[src/sync_serial_pkg.sv]
// constants and types shared by the synchronous serial port files
// assumes a 100 MHz system clock; serial clocks are sampled, not used as clocks
package sync_serial_pkg;
  localparam int WORD_BITS = 16;
  localparam int SLOT_MAX = 32;
  localparam int SLOT_MIN = 2;
  localparam int PORT_SETS = 4;
  localparam int DIV_WIDTH = 8;
  localparam logic [7:0] DIV_RESET = 8'h04;
  localparam logic [4:0] SLOTS_RESET = 5'h01;
  localparam logic [1:0] PORT_SET_RESET = 2'h0;
  localparam logic [4:0] BIT_RESET = 5'h00;

  typedef enum logic [1:0] {
    IDLE_STATE = 2'b00,
    SYNC_STATE = 2'b01,
    SHIFT_STATE = 2'b10
  } phase_type;
endpackage

[src/serial_edge_sense.sv]
// synchroniser and edge finder for one serial clock or frame sync line
// input is asynchronous to clk; two flip-flops precede any logic
module serial_edge_sense (
  input wire logic clk,
  input wire logic rst,
  input wire logic ce,
  input wire logic pinIn,
  input wire logic invert,
  output logic level,
  output logic rise,
  output logic fall
);
  typedef struct packed {
    logic meta;
    logic sync;
    logic last;
  } sense_type;

  sense_type state;
  sense_type next_state;

  // first stage feeds only the second; polarity applied after the pair
  always_comb begin
    next_state = state;
    next_state.meta = pinIn;
    next_state.sync = state.meta;
    next_state.last = state.sync ^ invert;
  end

  always_ff @(posedge clk) begin
    if (rst) begin
      state <= '0;
    end else if (ce) begin
      state <= next_state;
    end
  end

  assign level = state.sync ^ invert;
  assign rise = ce & level & ~state.last;
  assign fall = ce & ~level & state.last;
endmodule

[src/sync_serial_port.sv]
// synchronous serial port: transmit and receive sections with TDM framing
// How it works
// - synchronous mode: both sections use the transmit bit clock and frame sync
// - asynchronous mode: each section uses its own bit clock and frame sync
// - continuous clock: internal bit clock toggles always
// - gated clock: internal bit clock toggles only while a word moves
// - normal framing: one word each way per frame sync
// - network framing: 2 to 32 word slots per frame
// - gated clock with network framing is refused; clock held low, both sections idle
// - pins routed to one of four port sets
// - synchronous receive samples data on falling transmit bit clock
// - asynchronous receive samples data on falling receive bit clock
// - transmit data changes after rising clock; released when idle
// - frame sync changes on rising edge; one bit or one word long
// - clocks and frame syncs internal or external in either mode
// - per-section polarity inversion of clock and frame sync; zero is normal
// assumes external clocks are far slower than clk (over 4 clk periods each phase)
module sync_serial_port
  import sync_serial_pkg::*;
#(
  parameter int WORDS = WORD_BITS,
  parameter int SETS = PORT_SETS
) (
  input wire logic clk,
  input wire logic rst,
  input wire logic ce,
  input wire logic enable,
  input wire logic syncMode,
  input wire logic gatedClock,
  input wire logic networkMode,
  input wire logic [4:0] slotCount,
  input wire logic wordLengthSync,
  input wire logic txClockInternal,
  input wire logic rxClockInternal,
  input wire logic txClockPolarity,
  input wire logic rxClockPolarity,
  input wire logic txFrameSyncInvert,
  input wire logic rxFrameSyncInvert,
  input wire logic [7:0] clockDivide,
  input wire logic [1:0] portSelect,
  input wire logic [WORDS-1:0] txWord,
  input wire logic txWordValid,
  output logic txWordReady,
  output logic [WORDS-1:0] rxWord,
  output logic rxWordValid,
  output logic configError,
  input wire logic [SETS-1:0] txBitClockIn,
  output logic [SETS-1:0] txBitClockOut,
  output logic [SETS-1:0] txBitClockOe,
  input wire logic [SETS-1:0] txFrameSyncIn,
  output logic [SETS-1:0] txFrameSyncOut,
  output logic [SETS-1:0] txFrameSyncOe,
  input wire logic [SETS-1:0] rxBitClockIn,
  output logic [SETS-1:0] rxBitClockOut,
  output logic [SETS-1:0] rxBitClockOe,
  input wire logic [SETS-1:0] rxFrameSyncIn,
  output logic [SETS-1:0] rxFrameSyncOut,
  output logic [SETS-1:0] rxFrameSyncOe,
  output logic [SETS-1:0] serialTxData,
  output logic [SETS-1:0] serialTxDataOe,
  input wire logic [SETS-1:0] serialRxData
);
  typedef struct packed {
    logic [7:0] div;
    logic clkOut;
    logic fsOut;
    phase_type txPhase;
    phase_type rxPhase;
    logic [4:0] txBit;
    logic [4:0] rxBit;
    logic [4:0] txSlot;
    logic [4:0] rxSlot;
    logic [WORDS-1:0] txShift;
    logic [WORDS-1:0] rxShift;
    logic txDrive;
    logic txOut;
    logic [WORDS-1:0] rxWord;
    logic rxValid;
    logic [1:0] rxd1;
    logic [1:0] rxd2;
  } port_type;

  port_type state;
  port_type next_state;
  logic txCk, rxCk, txFs, rxFs;
  logic txCkRise, txCkFall, rxCkFall, txFsLvl, rxFsLvl;
  logic unusedA, unusedB, unusedC, unusedD;
  logic badCombo, lastBit, rxLastBit, gateOn, frameNow, rxFrameNow;
  logic rxSample, rxFall, rxFsSel;
  logic [4:0] lastSlot;

  // route the selected port set's inputs in; internal sources carry pin polarity so the sense undoes it alike
  assign txCk = txClockInternal ? (state.clkOut ^ txClockPolarity) : txBitClockIn[portSelect];
  assign rxCk = rxClockInternal ? (state.clkOut ^ rxClockPolarity) : rxBitClockIn[portSelect];
  assign txFs = txClockInternal ? (state.fsOut ^ txFrameSyncInvert) : txFrameSyncIn[portSelect];
  assign rxFs = rxClockInternal ? (state.fsOut ^ rxFrameSyncInvert) : rxFrameSyncIn[portSelect];

  // polarity undone after sampling so the core sees normal sense
  serial_edge_sense txClkSense (.clk(clk), .rst(rst), .ce(ce), .pinIn(txCk),
    .invert(txClockPolarity), .level(unusedA), .rise(txCkRise), .fall(txCkFall));
  serial_edge_sense rxClkSense (.clk(clk), .rst(rst), .ce(ce), .pinIn(rxCk),
    .invert(rxClockPolarity), .level(unusedB), .rise(), .fall(rxCkFall));
  serial_edge_sense txFsSense (.clk(clk), .rst(rst), .ce(ce), .pinIn(txFs),
    .invert(txFrameSyncInvert), .level(txFsLvl), .rise(unusedC), .fall());
  serial_edge_sense rxFsSense (.clk(clk), .rst(rst), .ce(ce), .pinIn(rxFs),
    .invert(rxFrameSyncInvert), .level(rxFsLvl), .rise(unusedD), .fall());

  // gated clock cannot serve several slots
  assign badCombo = gatedClock & networkMode;
  assign configError = badCombo;
  assign lastSlot = networkMode ? ((slotCount < 5'(SLOT_MIN - 1)) ? 5'(SLOT_MIN - 1) : slotCount) : 5'h00;
  assign lastBit = state.txBit == 5'(WORDS - 1);
  assign rxLastBit = state.rxBit == 5'(WORDS - 1);
  assign gateOn = !gatedClock || state.txPhase != IDLE_STATE || txWordValid;
  assign frameNow = txFsLvl;
  // receive follows the transmit clock and sync in synchronous mode
  assign rxFall = syncMode ? txCkFall : rxCkFall;
  assign rxFsSel = syncMode ? txFsLvl : rxFsLvl;
  assign rxFrameNow = rxFsSel;
  assign rxSample = syncMode ? state.rxd2[1] : state.rxd2[1];
  assign txWordReady = enable && !badCombo && state.txPhase == SYNC_STATE && txCkRise && state.txSlot == 5'h00;

  always_comb begin
    next_state = state;
    next_state.rxValid = 1'b0;
    // data line synchroniser: two flops, only the second is read
    next_state.rxd1 = {1'b0, serialRxData[portSelect]};
    next_state.rxd2 = {state.rxd1[0], 1'b0};
    // internal clock divider, both phases; frozen in gated idle
    if (!enable || badCombo || !gateOn) begin
      next_state.div = 8'h00;
      if (!enable || badCombo) begin
        next_state.clkOut = 1'b0;
      end
    end else if (state.div >= clockDivide) begin
      next_state.div = 8'h00;
      next_state.clkOut = ~state.clkOut;
    end else begin
      next_state.div = state.div + 8'h01;
    end
    // transmit: changes only on rising bit clock
    if (!enable || badCombo) begin
      next_state.txPhase = IDLE_STATE;
      next_state.txDrive = 1'b0;
      next_state.fsOut = 1'b0;
      next_state.txBit = BIT_RESET;
      next_state.txSlot = 5'h00;
    end else if (txCkRise) begin
      unique case (state.txPhase)
        IDLE_STATE: begin
          next_state.txDrive = 1'b0;
          if (txWordValid || !gatedClock) begin
            next_state.txPhase = SYNC_STATE;
            next_state.fsOut = 1'b1;
          end
        end
        SYNC_STATE: begin
          // frame sync seen, or tx clock external: first bit goes out on this rising edge
          next_state.txShift = (state.txSlot == 5'h00) ? txWord : state.txShift;
          if (frameNow || !txClockInternal) begin
            next_state.txPhase = SHIFT_STATE;
            next_state.txBit = BIT_RESET;
            next_state.txDrive = txWordValid || state.txSlot != 5'h00;
            next_state.txOut = next_state.txShift[WORDS-1];
            next_state.txShift = {next_state.txShift[WORDS-2:0], 1'b0};
            next_state.fsOut = wordLengthSync && state.txSlot == 5'h00;
          end
        end
        SHIFT_STATE: begin
          next_state.fsOut = wordLengthSync ? state.fsOut : 1'b0;
          if (lastBit) begin
            next_state.fsOut = 1'b0;
            if (state.txSlot != lastSlot) begin
              next_state.txSlot = state.txSlot + 5'h01;
              next_state.txBit = BIT_RESET;
              next_state.txOut = 1'b0;
            end else begin
              next_state.txSlot = 5'h00;
              next_state.txDrive = 1'b0;
              next_state.txPhase = gatedClock ? IDLE_STATE : SYNC_STATE;
              next_state.fsOut = !gatedClock;
            end
          end else begin
            next_state.txBit = state.txBit + 5'h01;
            next_state.txOut = state.txShift[WORDS-1];
            next_state.txShift = {state.txShift[WORDS-2:0], 1'b0};
          end
        end
        default: next_state.txPhase = IDLE_STATE;
      endcase
    end
    // receive: samples on the falling edge of its chosen clock
    if (!enable || badCombo) begin
      next_state.rxPhase = IDLE_STATE;
      next_state.rxBit = BIT_RESET;
      next_state.rxSlot = 5'h00;
    end else if (rxFall && state.rxPhase != SHIFT_STATE && rxFrameNow) begin
      // frame sync judged at the falling edge, where it is steady whoever drives it
      next_state.rxPhase = SHIFT_STATE;
      next_state.rxBit = BIT_RESET;
    end else if (rxFall && state.rxPhase == SHIFT_STATE) begin
      next_state.rxShift = {state.rxShift[WORDS-2:0], rxSample};
      next_state.rxBit = state.rxBit + 5'h01;
      if (rxLastBit) begin
        next_state.rxWord = {state.rxShift[WORDS-2:0], rxSample};
        next_state.rxValid = 1'b1;
        next_state.rxBit = BIT_RESET;
        if (state.rxSlot != lastSlot) begin
          next_state.rxSlot = state.rxSlot + 5'h01;
        end else begin
          next_state.rxSlot = 5'h00;
          next_state.rxPhase = IDLE_STATE;
        end
      end
    end
  end

  always_ff @(posedge clk) begin
    if (rst) begin
      state <= '0;
    end else if (ce) begin
      state <= next_state;
    end
  end

  // drive only the selected port set; oe is active low
  always_comb begin
    for (int i = 0; i < SETS; i++) begin
      txBitClockOut[i] = state.clkOut ^ txClockPolarity;
      rxBitClockOut[i] = state.clkOut ^ rxClockPolarity;
      txFrameSyncOut[i] = state.fsOut ^ txFrameSyncInvert;
      rxFrameSyncOut[i] = state.fsOut ^ rxFrameSyncInvert;
      serialTxData[i] = state.txOut;
      txBitClockOe[i] = !(i == int'(portSelect) && txClockInternal && enable && !rst);
      txFrameSyncOe[i] = !(i == int'(portSelect) && txClockInternal && enable && !rst);
      rxBitClockOe[i] = !(i == int'(portSelect) && rxClockInternal && !syncMode && enable && !rst);
      rxFrameSyncOe[i] = !(i == int'(portSelect) && rxClockInternal && !syncMode && enable && !rst);
      serialTxDataOe[i] = !(i == int'(portSelect) && state.txDrive);
    end
  end

  assign rxWord = state.rxWord;
  assign rxWordValid = state.rxValid;
endmodule

[config.mk]
export PLATFORM = sky130hd
export DESIGN_NAME = sync_serial_port
export DESIGN_NICKNAME = d
export VERILOG_FILES = /design/src/sync_serial_pkg.sv /design/src/serial_edge_sense.sv /design/src/sync_serial_port.sv
export SDC_FILE = /design/constraint.sdc
export NUM_CORES = 1
export LEC_CHECK = 0
export ABC_AREA = 1
export ABC_CLOCK_PERIOD_IN_PS = 1830
export BUFFER_PORTS_ARGS = -buffer_cell sky130_fd_sc_hd__buf_4
export CAP_MARGIN = 25
export CORE_MARGIN = 4
export CORE_UTILIZATION = 30
export DETAILED_ROUTE_END_ITERATION = 8
export GPL_TIMING_DRIVEN = 0
export HOLD_SLACK_MARGIN = 0.15
export SYNTH_ARGS = -nofsm -noshare
export SYNTH_HDL_FRONTEND = slang
export SYNTH_HIERARCHICAL = 1
export SYNTH_SLANG_ARGS = --single-unit
[constraint.sdc]
create_clock -name clk -period 1.83 [get_ports clk]
set_clock_uncertainty 0.2 [all_clocks]
set_input_delay 0.2745 -clock clk [delete_from_list [all_inputs] [get_ports clk]]
set_output_delay 0.2745 -clock clk [all_outputs]
set_load 0.05 [all_outputs]
Yosys cells after proc, flatten, opt, wreduce, memory -nomap -nowiden
Cells that the tools add are included.
Operators by class
  add/subtract/negate cells: 5
  order comparisons: 3
  eq/ne operators: 23
  muxes and demuxes: 74
  bitwise operators: 21
  reduce and logical (&&, ||, !) cells: 95
Operator list (count)
  $mux W5: 21
  $mux W16: 3
  $logic_and A1 B1 Y1: 40
  $pmux W16 S2: 1
  $mux W1: 24
  $reduce_and A6 Y1: 4
  $add A5 B1 Y5 const B: 4
  $logic_not A1 Y1: 19
  $mux W3: 6
  $reduce_and A4 Y1: 4
  $reduce_bool A2 Y1: 8
  $ne A3 B3 Y1 const B: 5
  $reduce_and A5 Y1: 3
  $mux W2: 7
  $bmux W1 S2: 5
  $eq A5 B4 Y1 const B: 2
  $ne A5 B5 Y1: 2
  $pmux W5 S2: 1
  $mux W9: 1
  $reduce_bool A3 Y1: 3
  $add A8 B1 Y8 const B: 1
  $ge A8 B8 Y1: 1
  $mux W8: 1
  $ne A4 B4 Y1 const B: 2
  22 further kinds: 53
Storage, ports and cells
  register bits after elaboration: 96
  input bits: 66
  output and inout bits: 59

Longest topological paths before layout
Gate-level depths: netlist of run 1.
  depth in word-level cells: 9
  mapped depth: 15

Hierarchy
Netlist of run 1, hierarchy kept.
By module, submodules not included
  sync_serial_port: instances 1, cells an instance 747, area an instance 5134.9 sq um, sequential area each 1701.6 sq um
  serial_edge_sense: instances 4, cells an instance 20, area an instance 151.4 sq um, sequential area each 60.1 sq um

Worst setup path after synthesis of run 1
OpenSTA, ideal clock, no wires.
  path kind: register to output
  start point: register state[61] in the netlist's numbering
  end point: output port txWordReady
  arrival time: 2.062 ns
  path slack: -0.706 ns
  cell stages (with the launch flop): 6
  cell sequence: dfxtp_1 inv_1 ha_1 nand3_2 clkbuf_1 nor3_1
Between the ends
  longest elaborated chain between the ends: 2
Ends and longest elaborated chain
  start, declared: RTL line sync_serial_port.sv:83  | port_type state;
  start signal, assigned: RTL line sync_serial_port.sv:222  | state <= next_state;
  $logic_not A5 Y1: RTL line sync_serial_port.sv:121  | assign txWordReady = enable && !badCombo && state.txPhase == SYNC_STATE && txCkRise && state.txSlot == 5'h00;
  $logic_and A1 B1 Y1: RTL line sync_serial_port.sv:121
  end, declared: RTL line sync_serial_port.sv:43  | output logic txWordReady,
No other way between the ends.

Final worst setup path of run 1
Ends and elaborated chain as after synthesis.

==> results.ini, run 1 <==
[critical_path]
worst_r2r_endpoint = state[26]$_SDFFE_PP0P_
worst_flop_to_flop_path_startpoint = txClkSense/state[1]$_SDFFE_PP0P_
crit_path_start_kind = register
timing.reg2reg.setup_slack_ps = -170
worst_reg2reg_path_length_in_cells = 15
max_stage_delay_ps = 370
path_cells = inv_4, ha_4, nand3_4, clkbuf_16, nor3_4, buf_6
slowest_stage = dfxtp_4
worst_setup_path_end_kind = primary output
cp_data_required_time_ps = 1360
arr_time_crit_path_ps = 1560
timing.setup.critical_path_class = register to primary output
path_max_fanout = 5

[timing]
timing_max_transition_violations_final = 0
achievable-frequency_ghz = 0.491
timing.slew.headroom_pct = 46.2
finalSetupViolations = 62
layout_worst_path_cycle_share_pct = 111
tightestPinTransition_ps = 807
unrepaired_setup_endpoints_after_global_routing = yes
finalWorstPathRequiredPeriod_ps = 2040
final_critical_path_setup_slack_ps = -208
timing_hold_violations_final = 0
tns_ps = -5250

[global_routing]
antenna_found_initial = 0
globalRouteTotalUtil_pct = 15.3
overflow = 0
grt_first_pass_wirelength_mm = 27.1
first_global_vias = 5598
grt_start_max_net_pins = 16

[cts]
tritoncts = built
clk_pin_slew_worst_paths_ps = 70
htreeDepth = 3
numClockSinks = 95
insertion_delay_ps = 350
numCtsBuffers = 9
clock_buffer_depth = 2
root_buffer = clkbuf_16

[floorplan]
dieArea_mm2 = 0.0210
die_h_um = 145
boundaryPins = 125
die_x_um = 145
initial_utilization_pct = 30.9
core_mm2 = 0.0182
row_count = 49

[placement]
dpl.hpwl_mm = 11.6
global_placement_routability_congestion = 0.833
place_area_mm2 = 0.00692
port_buffers = 124

[finish]
top_library_cells_by_usage_in_the_layout_fill_and_taps_aside = 207 x nand2_1, 194 x buf_4, 78 x dfxtp_1
layout-drive-gt1-share_pct = 45.0
area_used_by_multi_input_combinational_logic_mm2 = 0.00379
layout.cell_area.non_filler_mm2 = 0.00908
sequential_cell_area_mm2 = 0.00194
final_util_pct = 49.9
fill_cells = 1657
mostFrequentLayoutCell = nand2_1
layout-area-overhead-vs-synth_pct = 61.2
final_net_count = 1126
insertedDiodeCount = 0

[routing]
routed_wirelength_mm = 18.2
drt_iter0_markers = 358
ant_nets = 0
routedWlPerCell_um = 14.3
post_drt_via_cell_ratio = 4.77
vias = 6077
detailedRoute.firstPassIterationCount = 5
drc = 0

[synthesis]
syn-mean-instance-area_um2 = 6.94
synth.cell_area_mm2 = 0.00563
synthesis.yosys.warnings = 6
mappedNetlistNets = 897
cell_count_after_synthesis = 812

[power_and_ir_drop]
leakage_nw = 3.95
pwr_density_cell_mw_per_mm2 = 585
max_rail_drop_vdd_v = 0.000440

[hold_path]
end_point_of_the_worst_hold_path = serialTxData[0]$_SDFFE_PP0P_
min_from = txWord[15]
min-delay-path-class = primary input to register
cell_depth_of_the_worst_min_delay_path = 5

[status]
status = finished with violations
failing_checks = negative setup slack

[flow_run]
maxCapViolCount = 0

## final cells by class
class / instances / area share [%]
plain buffers: 60 / 5.50
clock buffers: 10 / 2.63
clock inverters: 5 / 0.648
inverters: 81 / 3.78
multi-input cells: 573 / 41.8
flip-flops and latches: 95 / 21.4
well taps: 229 / 3.16
repair buffers: 220 / 21.0
repair inverters: 1 / 0.124
## sequential cells by signal, summed over array words and instances, names as in the netlist
register	count
rxClkSense/next_state	1
next_state	1
rxFsSense/next_state	1
rxSample	1
txClkSense/next_state	1
rxClkSense/state	2
txClkSense/state	2
rxWordValid	1
serialTxData	1
txFsSense/next_state	1
txFsSense/state	1
state	65
rxWord	16
rxFsSense/state	1
## where the power goes
| group | leakage (nW) | internal [W] | switching (W) |
|---|---|---|---|
| Clock | 0.141 | 0.00109 | 0.000835 |
| Sequential | 0.779 | 0.00210 | 0.0000414 |
| Combinational | 3.03 | 0.000545 | 0.000702 |
## what timing repair did
item	4_1_cts	5_1_grt
gates cloned	4	3
endpoints found under the hold margin	24	0
setup buffers	28	41
hold buffers	26	0
setup endpoints to repair	113	106
pin swaps	33	46
resized for setup	155	146
## worst max-delay path by stage
| stage | startpoint | endpoint | slack (ps) | cells after the start |
|---|---|---|---|---|
| finish | state[61]$_SDFFE_PP0P_ | txWordReady | -210 | 6 |
| floorplan | state[80]$_SDFFE_PP0P_ | rxBitClockOut[1] | -280 | 2 |
| detailed placement | ce | state[71]$_SDFFE_PP0P_ | -460 | 12 |
| global placement | ce | state[70]$_SDFFE_PP0P_ | -460 | 12 |
| global route | txClkSense/state[1]$_SDFFE_PP0P_ | state[33]$_SDFFE_PP0P_ | -270 | 16 |
| CTS | state[61]$_SDFFE_PP0P_ | txWordReady | -210 | 6 |
## metal layers
metal | vias to the layer above | global-route usage, % | wire (µm)
li1 | 3068 | - | -
met1 | 2813 | 19.3 | 7900
met2 | 157 | 26.6 | 9140
met3 | 39 | 2.81 | 679
met4 | 0 | 5.04 | 465
met5 | - | 0 | 0
## critical path: cells and delay by family, from the launching register on
kind	cells	cell delay (ps)
flops	1	370
fa+ha+maj	1	130
simple gates	2	290
buf+inv	3	420
## per-stage QoR
step	power, W	worst slack, ps	hold slack [ps]	std cells
6_report	0.00531	-208	154	1274
5_1_grt	0.00554	-272	169	1274
4_1_cts	0.00519	-208	155	1237
3_5_place_dp	0.00308	-458	249	1165
3_3_place_gp	0.00308	-458	244	1165
2_1_floorplan	0.00277	-278	144	812
Power figures use the tool's default switching activity.
==> inputs of run 2 (changes only) <==
--- a/config.mk
+++ b/config.mk
@@ -6,7 +6,7 @@
 export NUM_CORES = 1
 export LEC_CHECK = 0
 export ABC_AREA = 1
-export ABC_CLOCK_PERIOD_IN_PS = 1830
+export ABC_CLOCK_PERIOD_IN_PS = 2100
 export BUFFER_PORTS_ARGS = -buffer_cell sky130_fd_sc_hd__buf_4
 export CAP_MARGIN = 25
 export CORE_MARGIN = 4
==> constraint.sdc (replaced) <==
create_clock -name clk -period 2.1 [get_ports clk]
set_clock_uncertainty 0.2 [all_clocks]
set_input_delay 0.315 -clock clk [delete_from_list [all_inputs] [get_ports clk]]
set_output_delay 0.315 -clock clk [all_outputs]
set_load 0.05 [all_outputs]
==> run 2 against run 1 <==
Effect of this change:
- worst hold slack improved by 10 ps
- critical endpoint unchanged
- clock power is 18% lower
- register-to-register slack gained 290 ps
- first-iteration DRC count down 30%
- clock-buffer cell count is the same
- the run now ends clean
- die area did not move
- global-route usage fell by 0.17 points
- total power decreased by 19%
==> results.ini, run 2 (synthesized netlist as in run 1, its figures left out) <==
[status]
status = finished, final reports clean

[timing]
timing_max_transition_violations_final = 0  ; unchanged
layout_worst_path_cycle_share_pct = 97.1
unrepaired_setup_endpoints_after_global_routing = yes
finalSetupViolations = 0  ; -100%
tns_ps = 0  ; +5250 ps
timing.slew.headroom_pct = 58.4  ; +12 points
achievable-frequency_ghz = 0.490
tightestPinTransition_ps = 624  ; -183 ps
timing_hold_violations_final = 0  ; unchanged
finalHoldWorstSlack_ps = 165  ; +10.2 ps
finalWorstPathRequiredPeriod_ps = 2040

[routing]
routedWlPerCell_um = 13.4  ; -5.8%
detailedRoute.firstPassIterationCount = 4  ; -1
vias = 5671  ; -6.7%
highest_layer = met4
dr_wl_met3_mm = 1.18  ; +74%
drt_iter0_markers = 250  ; -30%
post_drt_via_cell_ratio = 4.71  ; -1.2%
routed_wirelength_mm = 16.2  ; -11%
drc = 0  ; unchanged
ant_nets = 0  ; unchanged
wl_met1_mm = 7.14  ; -9.6%
dr_wl_met2_mm = 7.58  ; -17%

[critical_path]
arr_time_crit_path_ps = 1520  ; -40 ps
timing.setup.critical_path_class = register to primary output
worst_setup_path_end_kind = primary output
path_max_fanout = 5  ; unchanged
crit_path_start_kind = register
cp_data_required_time_ps = 1580  ; +220 ps

[power_and_ir_drop]
power_frac_comb_pct = 20.2  ; -3.3 points
max_rail_drop_vdd_v = 0.000386  ; -12%
pwr_density_cell_mw_per_mm2 = 566  ; -3.2%
leakage_nw = 3.40  ; -14%
cellInternalPower_w = 0.00300  ; -20%
switchingPower_w = 0.00132  ; -16%
netSwitchingFraction_pct = 30.6  ; +0.88 points
fin_total_pwr_w = 0.00432  ; -19%
clock_power_share_pct = 36.7  ; +0.5 points
power_frac_seq_pct = 43.2  ; +2.9 points

[finish]
top_library_cells_by_usage_in_the_layout_fill_and_taps_aside = 226 x nand2_1, 179 x buf_4, 89 x dfxtp_1
layout.cell_area.non_filler_mm2 = 0.00763  ; -16%
fill_cells = 1923  ; +16%
final_net_count = 1054  ; -6.4%
layout-area-overhead-vs-synth_pct = 35.4
most_flops_register = state
number_of_flip_flops_in_the_largest_register = 65  ; unchanged
insertedDiodeCount = 0  ; unchanged
layout-drive-gt1-share_pct = 30.0  ; -15 points
mostFrequentLayoutCell = nand2_1

[placement]
port_buffers = 124  ; unchanged
place_area_mm2 = 0.00687  ; -0.69%
dpl.hpwl_mm = 12.0  ; +4.1%
global_placement_routability_congestion = 0.894  ; +7.4%

[floorplan]
die_x_um = 145  ; unchanged
row_count = 49  ; unchanged
initial_utilization_pct = 30.9  ; unchanged
die_h_um = 145  ; unchanged
boundaryPins = 125  ; unchanged
dieArea_mm2 = 0.0210  ; unchanged
core_mm2 = 0.0182  ; unchanged

[global_routing]
grt_first_pass_wirelength_mm = 26.6  ; -1.9%
first_global_vias = 5586  ; -0.21%
overflow = 0  ; unchanged
grt_start_max_net_pins = 18  ; +2
antenna_found_initial = 0  ; unchanged
globalRouteTotalUtil_pct = 15.2  ; -0.17 points

[flow_run]
maxCapViolCount = 0  ; unchanged

[cts]
insertion_delay_ps = 350  ; about the same
clock_buffer_depth = 2  ; unchanged
clk_pin_slew_worst_paths_ps = 70  ; about the same
htreeDepth = 3  ; unchanged
tritoncts = built
numClockSinks = 95  ; unchanged
root_buffer = clkbuf_16
numCtsBuffers = 9  ; unchanged

[hold_path]
min-delay-path-class = primary input to register

==> run 2: changes by cell type in the layout (fill, tap and decap cells not counted), sizes merged <==
cell         change
inv              +1
nand2            +1
bufinv           -1
clkinvlp         -2
buf             -57
dlygate4sd3     -14
clkinv           +2
clkbuf           -1
==> run 2: layout make-up <==
cell class | instances | area [µm²] | area share [%]
Multi-Input combinational cell | 574 | 3210 | 42.1
Sequential cell | 95 | 1910 | 25.1
Timing Repair Buffer | 146 | 1150 | 15.0
Buffer | 62 | 454 | 5.96
Inverter | 81 | 330 | 4.33
Tap cell | 229 | 287 | 3.76
Clock buffer | 10 | 229 | 3.00
Clock inverter | 6 | 52.6 | 0.689
==> run 2: path summary, 6_finish.rpt <==
kind                                         start                       to  slack (ps)  cells after the start
hold reg to reg             state[37]$_SDFFE_PP0P_   state[37]$_SDFFE_PP0P_         260                      2
setup reg to reg  txClkSense/state[1]$_SDFFE_PP0P_  rxWord[13]$_SDFFE_PP0P_         120                     14
setup / recovery            state[60]$_SDFFE_PP0P_              txWordReady          60                      6
hold / removal                      wordLengthSync   state[79]$_SDFFE_PP0P_         160                      6
==> run 2: critical path, stage by stage (launching register included) <==
cell and delay (ps):
dfxtp_4 370, inv_4 70, ha_4 130, nand3_4 90
clkbuf_16 160, nor3_4 170, buf_6 190
==> run 2: power groups by stage <==
stage / sequential (W) / clock [W] / combinational (W)
finish: 0.00186 / 0.00158 / 0.000870
detailed placement: 0.00190 / 0 / 0.000782
global placement: 0.00190 / 0 / 0.000780
floorplan: 0.00189 / 0 / 0.000508
CTS: 0.00186 / 0.00163 / 0.000842
global route: 0.00187 / 0.00169 / 0.000960
==> run 2: what timing repair did <==
action,CTS,global route
pin swaps,3,7
hold buffers,12,0
resized for setup,29,47
cloned,0,2
endpoints found under the setup margin,73,70
hold endpoints to repair,11,0
setup buffers,3,6
==> run 2: per-stage QoR <==
stage / util [%] / setup slack, ps / std cells
detailed placement: 37.7 / -363 / 1165
CTS: 40.7 / -32.3 / 1195
floorplan: - / -71.4 / 812
finish: 41.9 / 61.1 / 1203
global placement: 37.7 / -400 / 1165
global route: 41.9 / -44.3 / 1203
==> run 2: per-layer routing <==
| layer | GRT usage (%) | up-vias |
|---|---|---|
| met3 | 5.14 | 19 |
| met4 | 4.09 | 0 |
| met5 | 0 | - |
| met2 | 25.8 | 182 |
| met1 | 18.4 | 2551 |
| li1 | - | 2919 |
==> inputs of run 3 (changes only) <==
--- a/config.mk
+++ b/config.mk
@@ -9,11 +9,15 @@
 export ABC_CLOCK_PERIOD_IN_PS = 2100
 export BUFFER_PORTS_ARGS = -buffer_cell sky130_fd_sc_hd__buf_4
 export CAP_MARGIN = 25
+export CELL_PAD_IN_SITES_DETAIL_PLACEMENT = 0
+export CELL_PAD_IN_SITES_GLOBAL_PLACEMENT = 1
 export CORE_MARGIN = 4
 export CORE_UTILIZATION = 30
 export DETAILED_ROUTE_END_ITERATION = 8
 export GPL_TIMING_DRIVEN = 0
 export HOLD_SLACK_MARGIN = 0.15
+export PLACE_DENSITY_LB_ADDON = 0.15
+export SETUP_SLACK_MARGIN = 0.2
 export SYNTH_ARGS = -nofsm -noshare
 export SYNTH_HDL_FRONTEND = slang
 export SYNTH_HIERARCHICAL = 1
==> run 3 against run 2 <==
Effect of this change:
- core utilization grew 6.0 points
- setup slack gained 38 ps
- worst hold slack lost 0.74 ps
- via count grew 3.4%
- clock-buffer cell count shrank 1
- combinational power grew 16%
- first-iteration DRC count shrank 4.8%
- largest cell class unchanged
==> results.ini, run 3 (synthesized netlist as in run 1, its figures left out) <==
[timing]
timing.slew.headroom_pct = 48.8  ; -9.6 points
finalSetupViolations = 0  ; unchanged
layout_worst_path_cycle_share_pct = 95.3  ; -1.8 points
timing_max_transition_violations_final = 0  ; unchanged
finalWorstPathRequiredPeriod_ps = 2000  ; -38.3 ps
achievable-frequency_ghz = 0.500  ; +1.9%
unrepaired_setup_endpoints_after_global_routing = yes
timing_hold_violations_final = 0  ; unchanged
tightestPinTransition_ps = 767  ; +144 ps
final_critical_path_setup_slack_ps = 99.4  ; +38.3 ps

[finish]
number_of_flip_flops_in_the_largest_register = 65  ; unchanged
final_net_count = 1090  ; +3.4%
mostFrequentLayoutCell = nand2_1
final_instance_count_without_filler_cells = 1239  ; +3.0%
fill_cells = 1847  ; -4.0%
top_library_cells_by_usage_in_the_layout_fill_and_taps_aside = 210 x nand2_1, 173 x buf_4, 81 x dfxtp_1
final_util_pct = 47.9  ; +6.0 points
insertedDiodeCount = 0  ; unchanged
most_flops_register = state
layout-area-overhead-vs-synth_pct = 54.9
layout-drive-gt1-share_pct = 41.1  ; +11 points

[floorplan]
row_count = 49  ; unchanged
dieArea_mm2 = 0.0210  ; unchanged
core_mm2 = 0.0182  ; unchanged
die_h_um = 145  ; unchanged
initial_utilization_pct = 30.9  ; unchanged
die_x_um = 145  ; unchanged
boundaryPins = 125  ; unchanged

[hold_path]
min_from = txWord[3]
end_point_of_the_worst_hold_path = state[42]$_SDFFE_PP0P_
cell_depth_of_the_worst_min_delay_path = 5  ; -1
min-delay-path-class = primary input to register

[critical_path]
arr_time_crit_path_ps = 1490  ; -30 ps
worst_r2r_endpoint = state[51]$_SDFFE_PP0P_
worst_flop_to_flop_path_startpoint = txClkSense/state[1]$_SDFFE_PP0P_
crit_path_start_kind = register
worst_setup_path_end_kind = primary output
worst_reg2reg_path_length_in_cells = 12  ; -2
timing.reg2reg.setup_slack_ps = 130  ; about the same
path_max_fanout = 3  ; -2
cp_data_required_time_ps = 1580  ; about the same
timing.setup.critical_path_class = register to primary output

[cts]
root_buffer = clkbuf_16
htreeDepth = 3  ; unchanged
numCtsBuffers = 9  ; unchanged
clk_pin_slew_worst_paths_ps = 80  ; about the same
tritoncts = built
insertion_delay_ps = 360  ; about the same
numClockSinks = 95  ; unchanged
clock_buffer_depth = 2  ; unchanged

[routing]
drt_iter0_markers = 238  ; -4.8%
drc = 0  ; unchanged
routedWlPerCell_um = 14.2  ; +5.6%
detailedRoute.firstPassIterationCount = 4  ; unchanged
ant_nets = 0  ; unchanged
vias = 5861  ; +3.4%
post_drt_via_cell_ratio = 4.73  ; +0.35%
routed_wirelength_mm = 17.6  ; +8.8%

[global_routing]
globalRouteTotalUtil_pct = 16.4  ; +1.2 points
grt_start_max_net_pins = 21  ; +3
first_global_vias = 5812  ; +4.0%
grt_first_pass_wirelength_mm = 28.8  ; +8.3%
antenna_found_initial = 0  ; unchanged
overflow = 0  ; unchanged

[power_and_ir_drop]
leakage_nw = 3.83  ; +13%
max_rail_drop_vdd_v = 0.000384  ; -0.60%
pwr_density_cell_mw_per_mm2 = 524  ; -7.5%

[status]
status = finished, final reports clean

[placement]
dpl.cell_count = 1165  ; unchanged
dpl.hpwl_mm = 12.6  ; +4.5%
global_placement_routability_congestion = 0.779  ; -13%
port_buffers = 124  ; unchanged
placement.setup.worst_slack_ps = -338  ; +25.2 ps

[flow_run]
maxCapViolCount = 0  ; unchanged

[run 3: changes by cell type in the layout (fill, tap and decap cells not counted), sizes merged]
cell | previous run | this run
buf | 184 | 218
clkbuf | 22 | 23
clkinvlp | 1 | 2
dlygate4sd3 | 12 | 13
nand2 | 237 | 236
[run 3: layout make-up]
type	instances	area, µm²	area share, %
multi-input combinational	573	3640	41.8
tap	229	287	3.28
buffer	63	571	6.54
timing repair buffer	182	1640	18.8
sequential	95	1930	22.2
clock buffer	9	225	2.58
clock inverter	7	88.8	1.02
inverter	81	337	3.86
[run 3: critical path: stages (launching register included)]
cell	delay, ps
dfxtp_4	350
inv_2	80
ha_4	140
nand3_4	80
clkbuf_16	160
nor3_4	130
buf_6	180
[run 3: where the power goes]
| group | leakage [nW] | switching (W) | internal, W |
|---|---|---|---|
| combinational | 2.90 | 0.000587 | 0.000424 |
| clock | 0.152 | 0.000840 | 0.000858 |
| sequential | 0.777 | 0.0000324 | 0.00183 |
| total | 3.83 | 0.00146 | 0.00311 |
[run 3: worst max-delay path by stage]
stage	startpoint	end	slack, ps
final	state[60]$_SDFFE_PP0P_	txWordReady	100
after global routing	txClkSense/state[1]$_SDFFE_PP0P_	rxWord[14]$_SDFFE_PP0P_	-2
after CTS	state[78]$_SDFFE_PP0P_	txWordReady	50
after detailed placement	ce	state[71]$_SDFFE_PP0P_	-340
after global placement	ce	state[71]$_SDFFE_PP0P_	-380
after floorplan	state[80]$_SDFFE_PP0P_	rxBitClockOut[1]	-50
[run 3: stage by stage]
step           total power, W  setup TNS (ps)  hold WS (ps)  area (µm²)
5_1_grt               0.00479           -1.85           194        8720
4_1_cts               0.00454               0           152        8030
6_report              0.00457               0           164        8720
3_3_place_gp          0.00271          -15390           246        6950
3_5_place_dp          0.00271          -14560           248        6950
2_1_floorplan         0.00241            -455           184        5730
[run 3: timing repair]
action	CTS	global route
endpoints found under the hold margin	12	0
endpoints found under the setup margin	114	98
setup buffers	20	21
gates resized for setup	98	156
hold buffers	13	0
pin swaps	11	39
gates cloned	3	1
[run 3: routing by layer]
layer	vias up	track usage, %	routed length (µm)
li1	3009	-	-
met1	2681	21.2	7980
met2	150	27.4	8430
met3	21	3.80	887
met4	0	4.70	277
met5	-	0	0
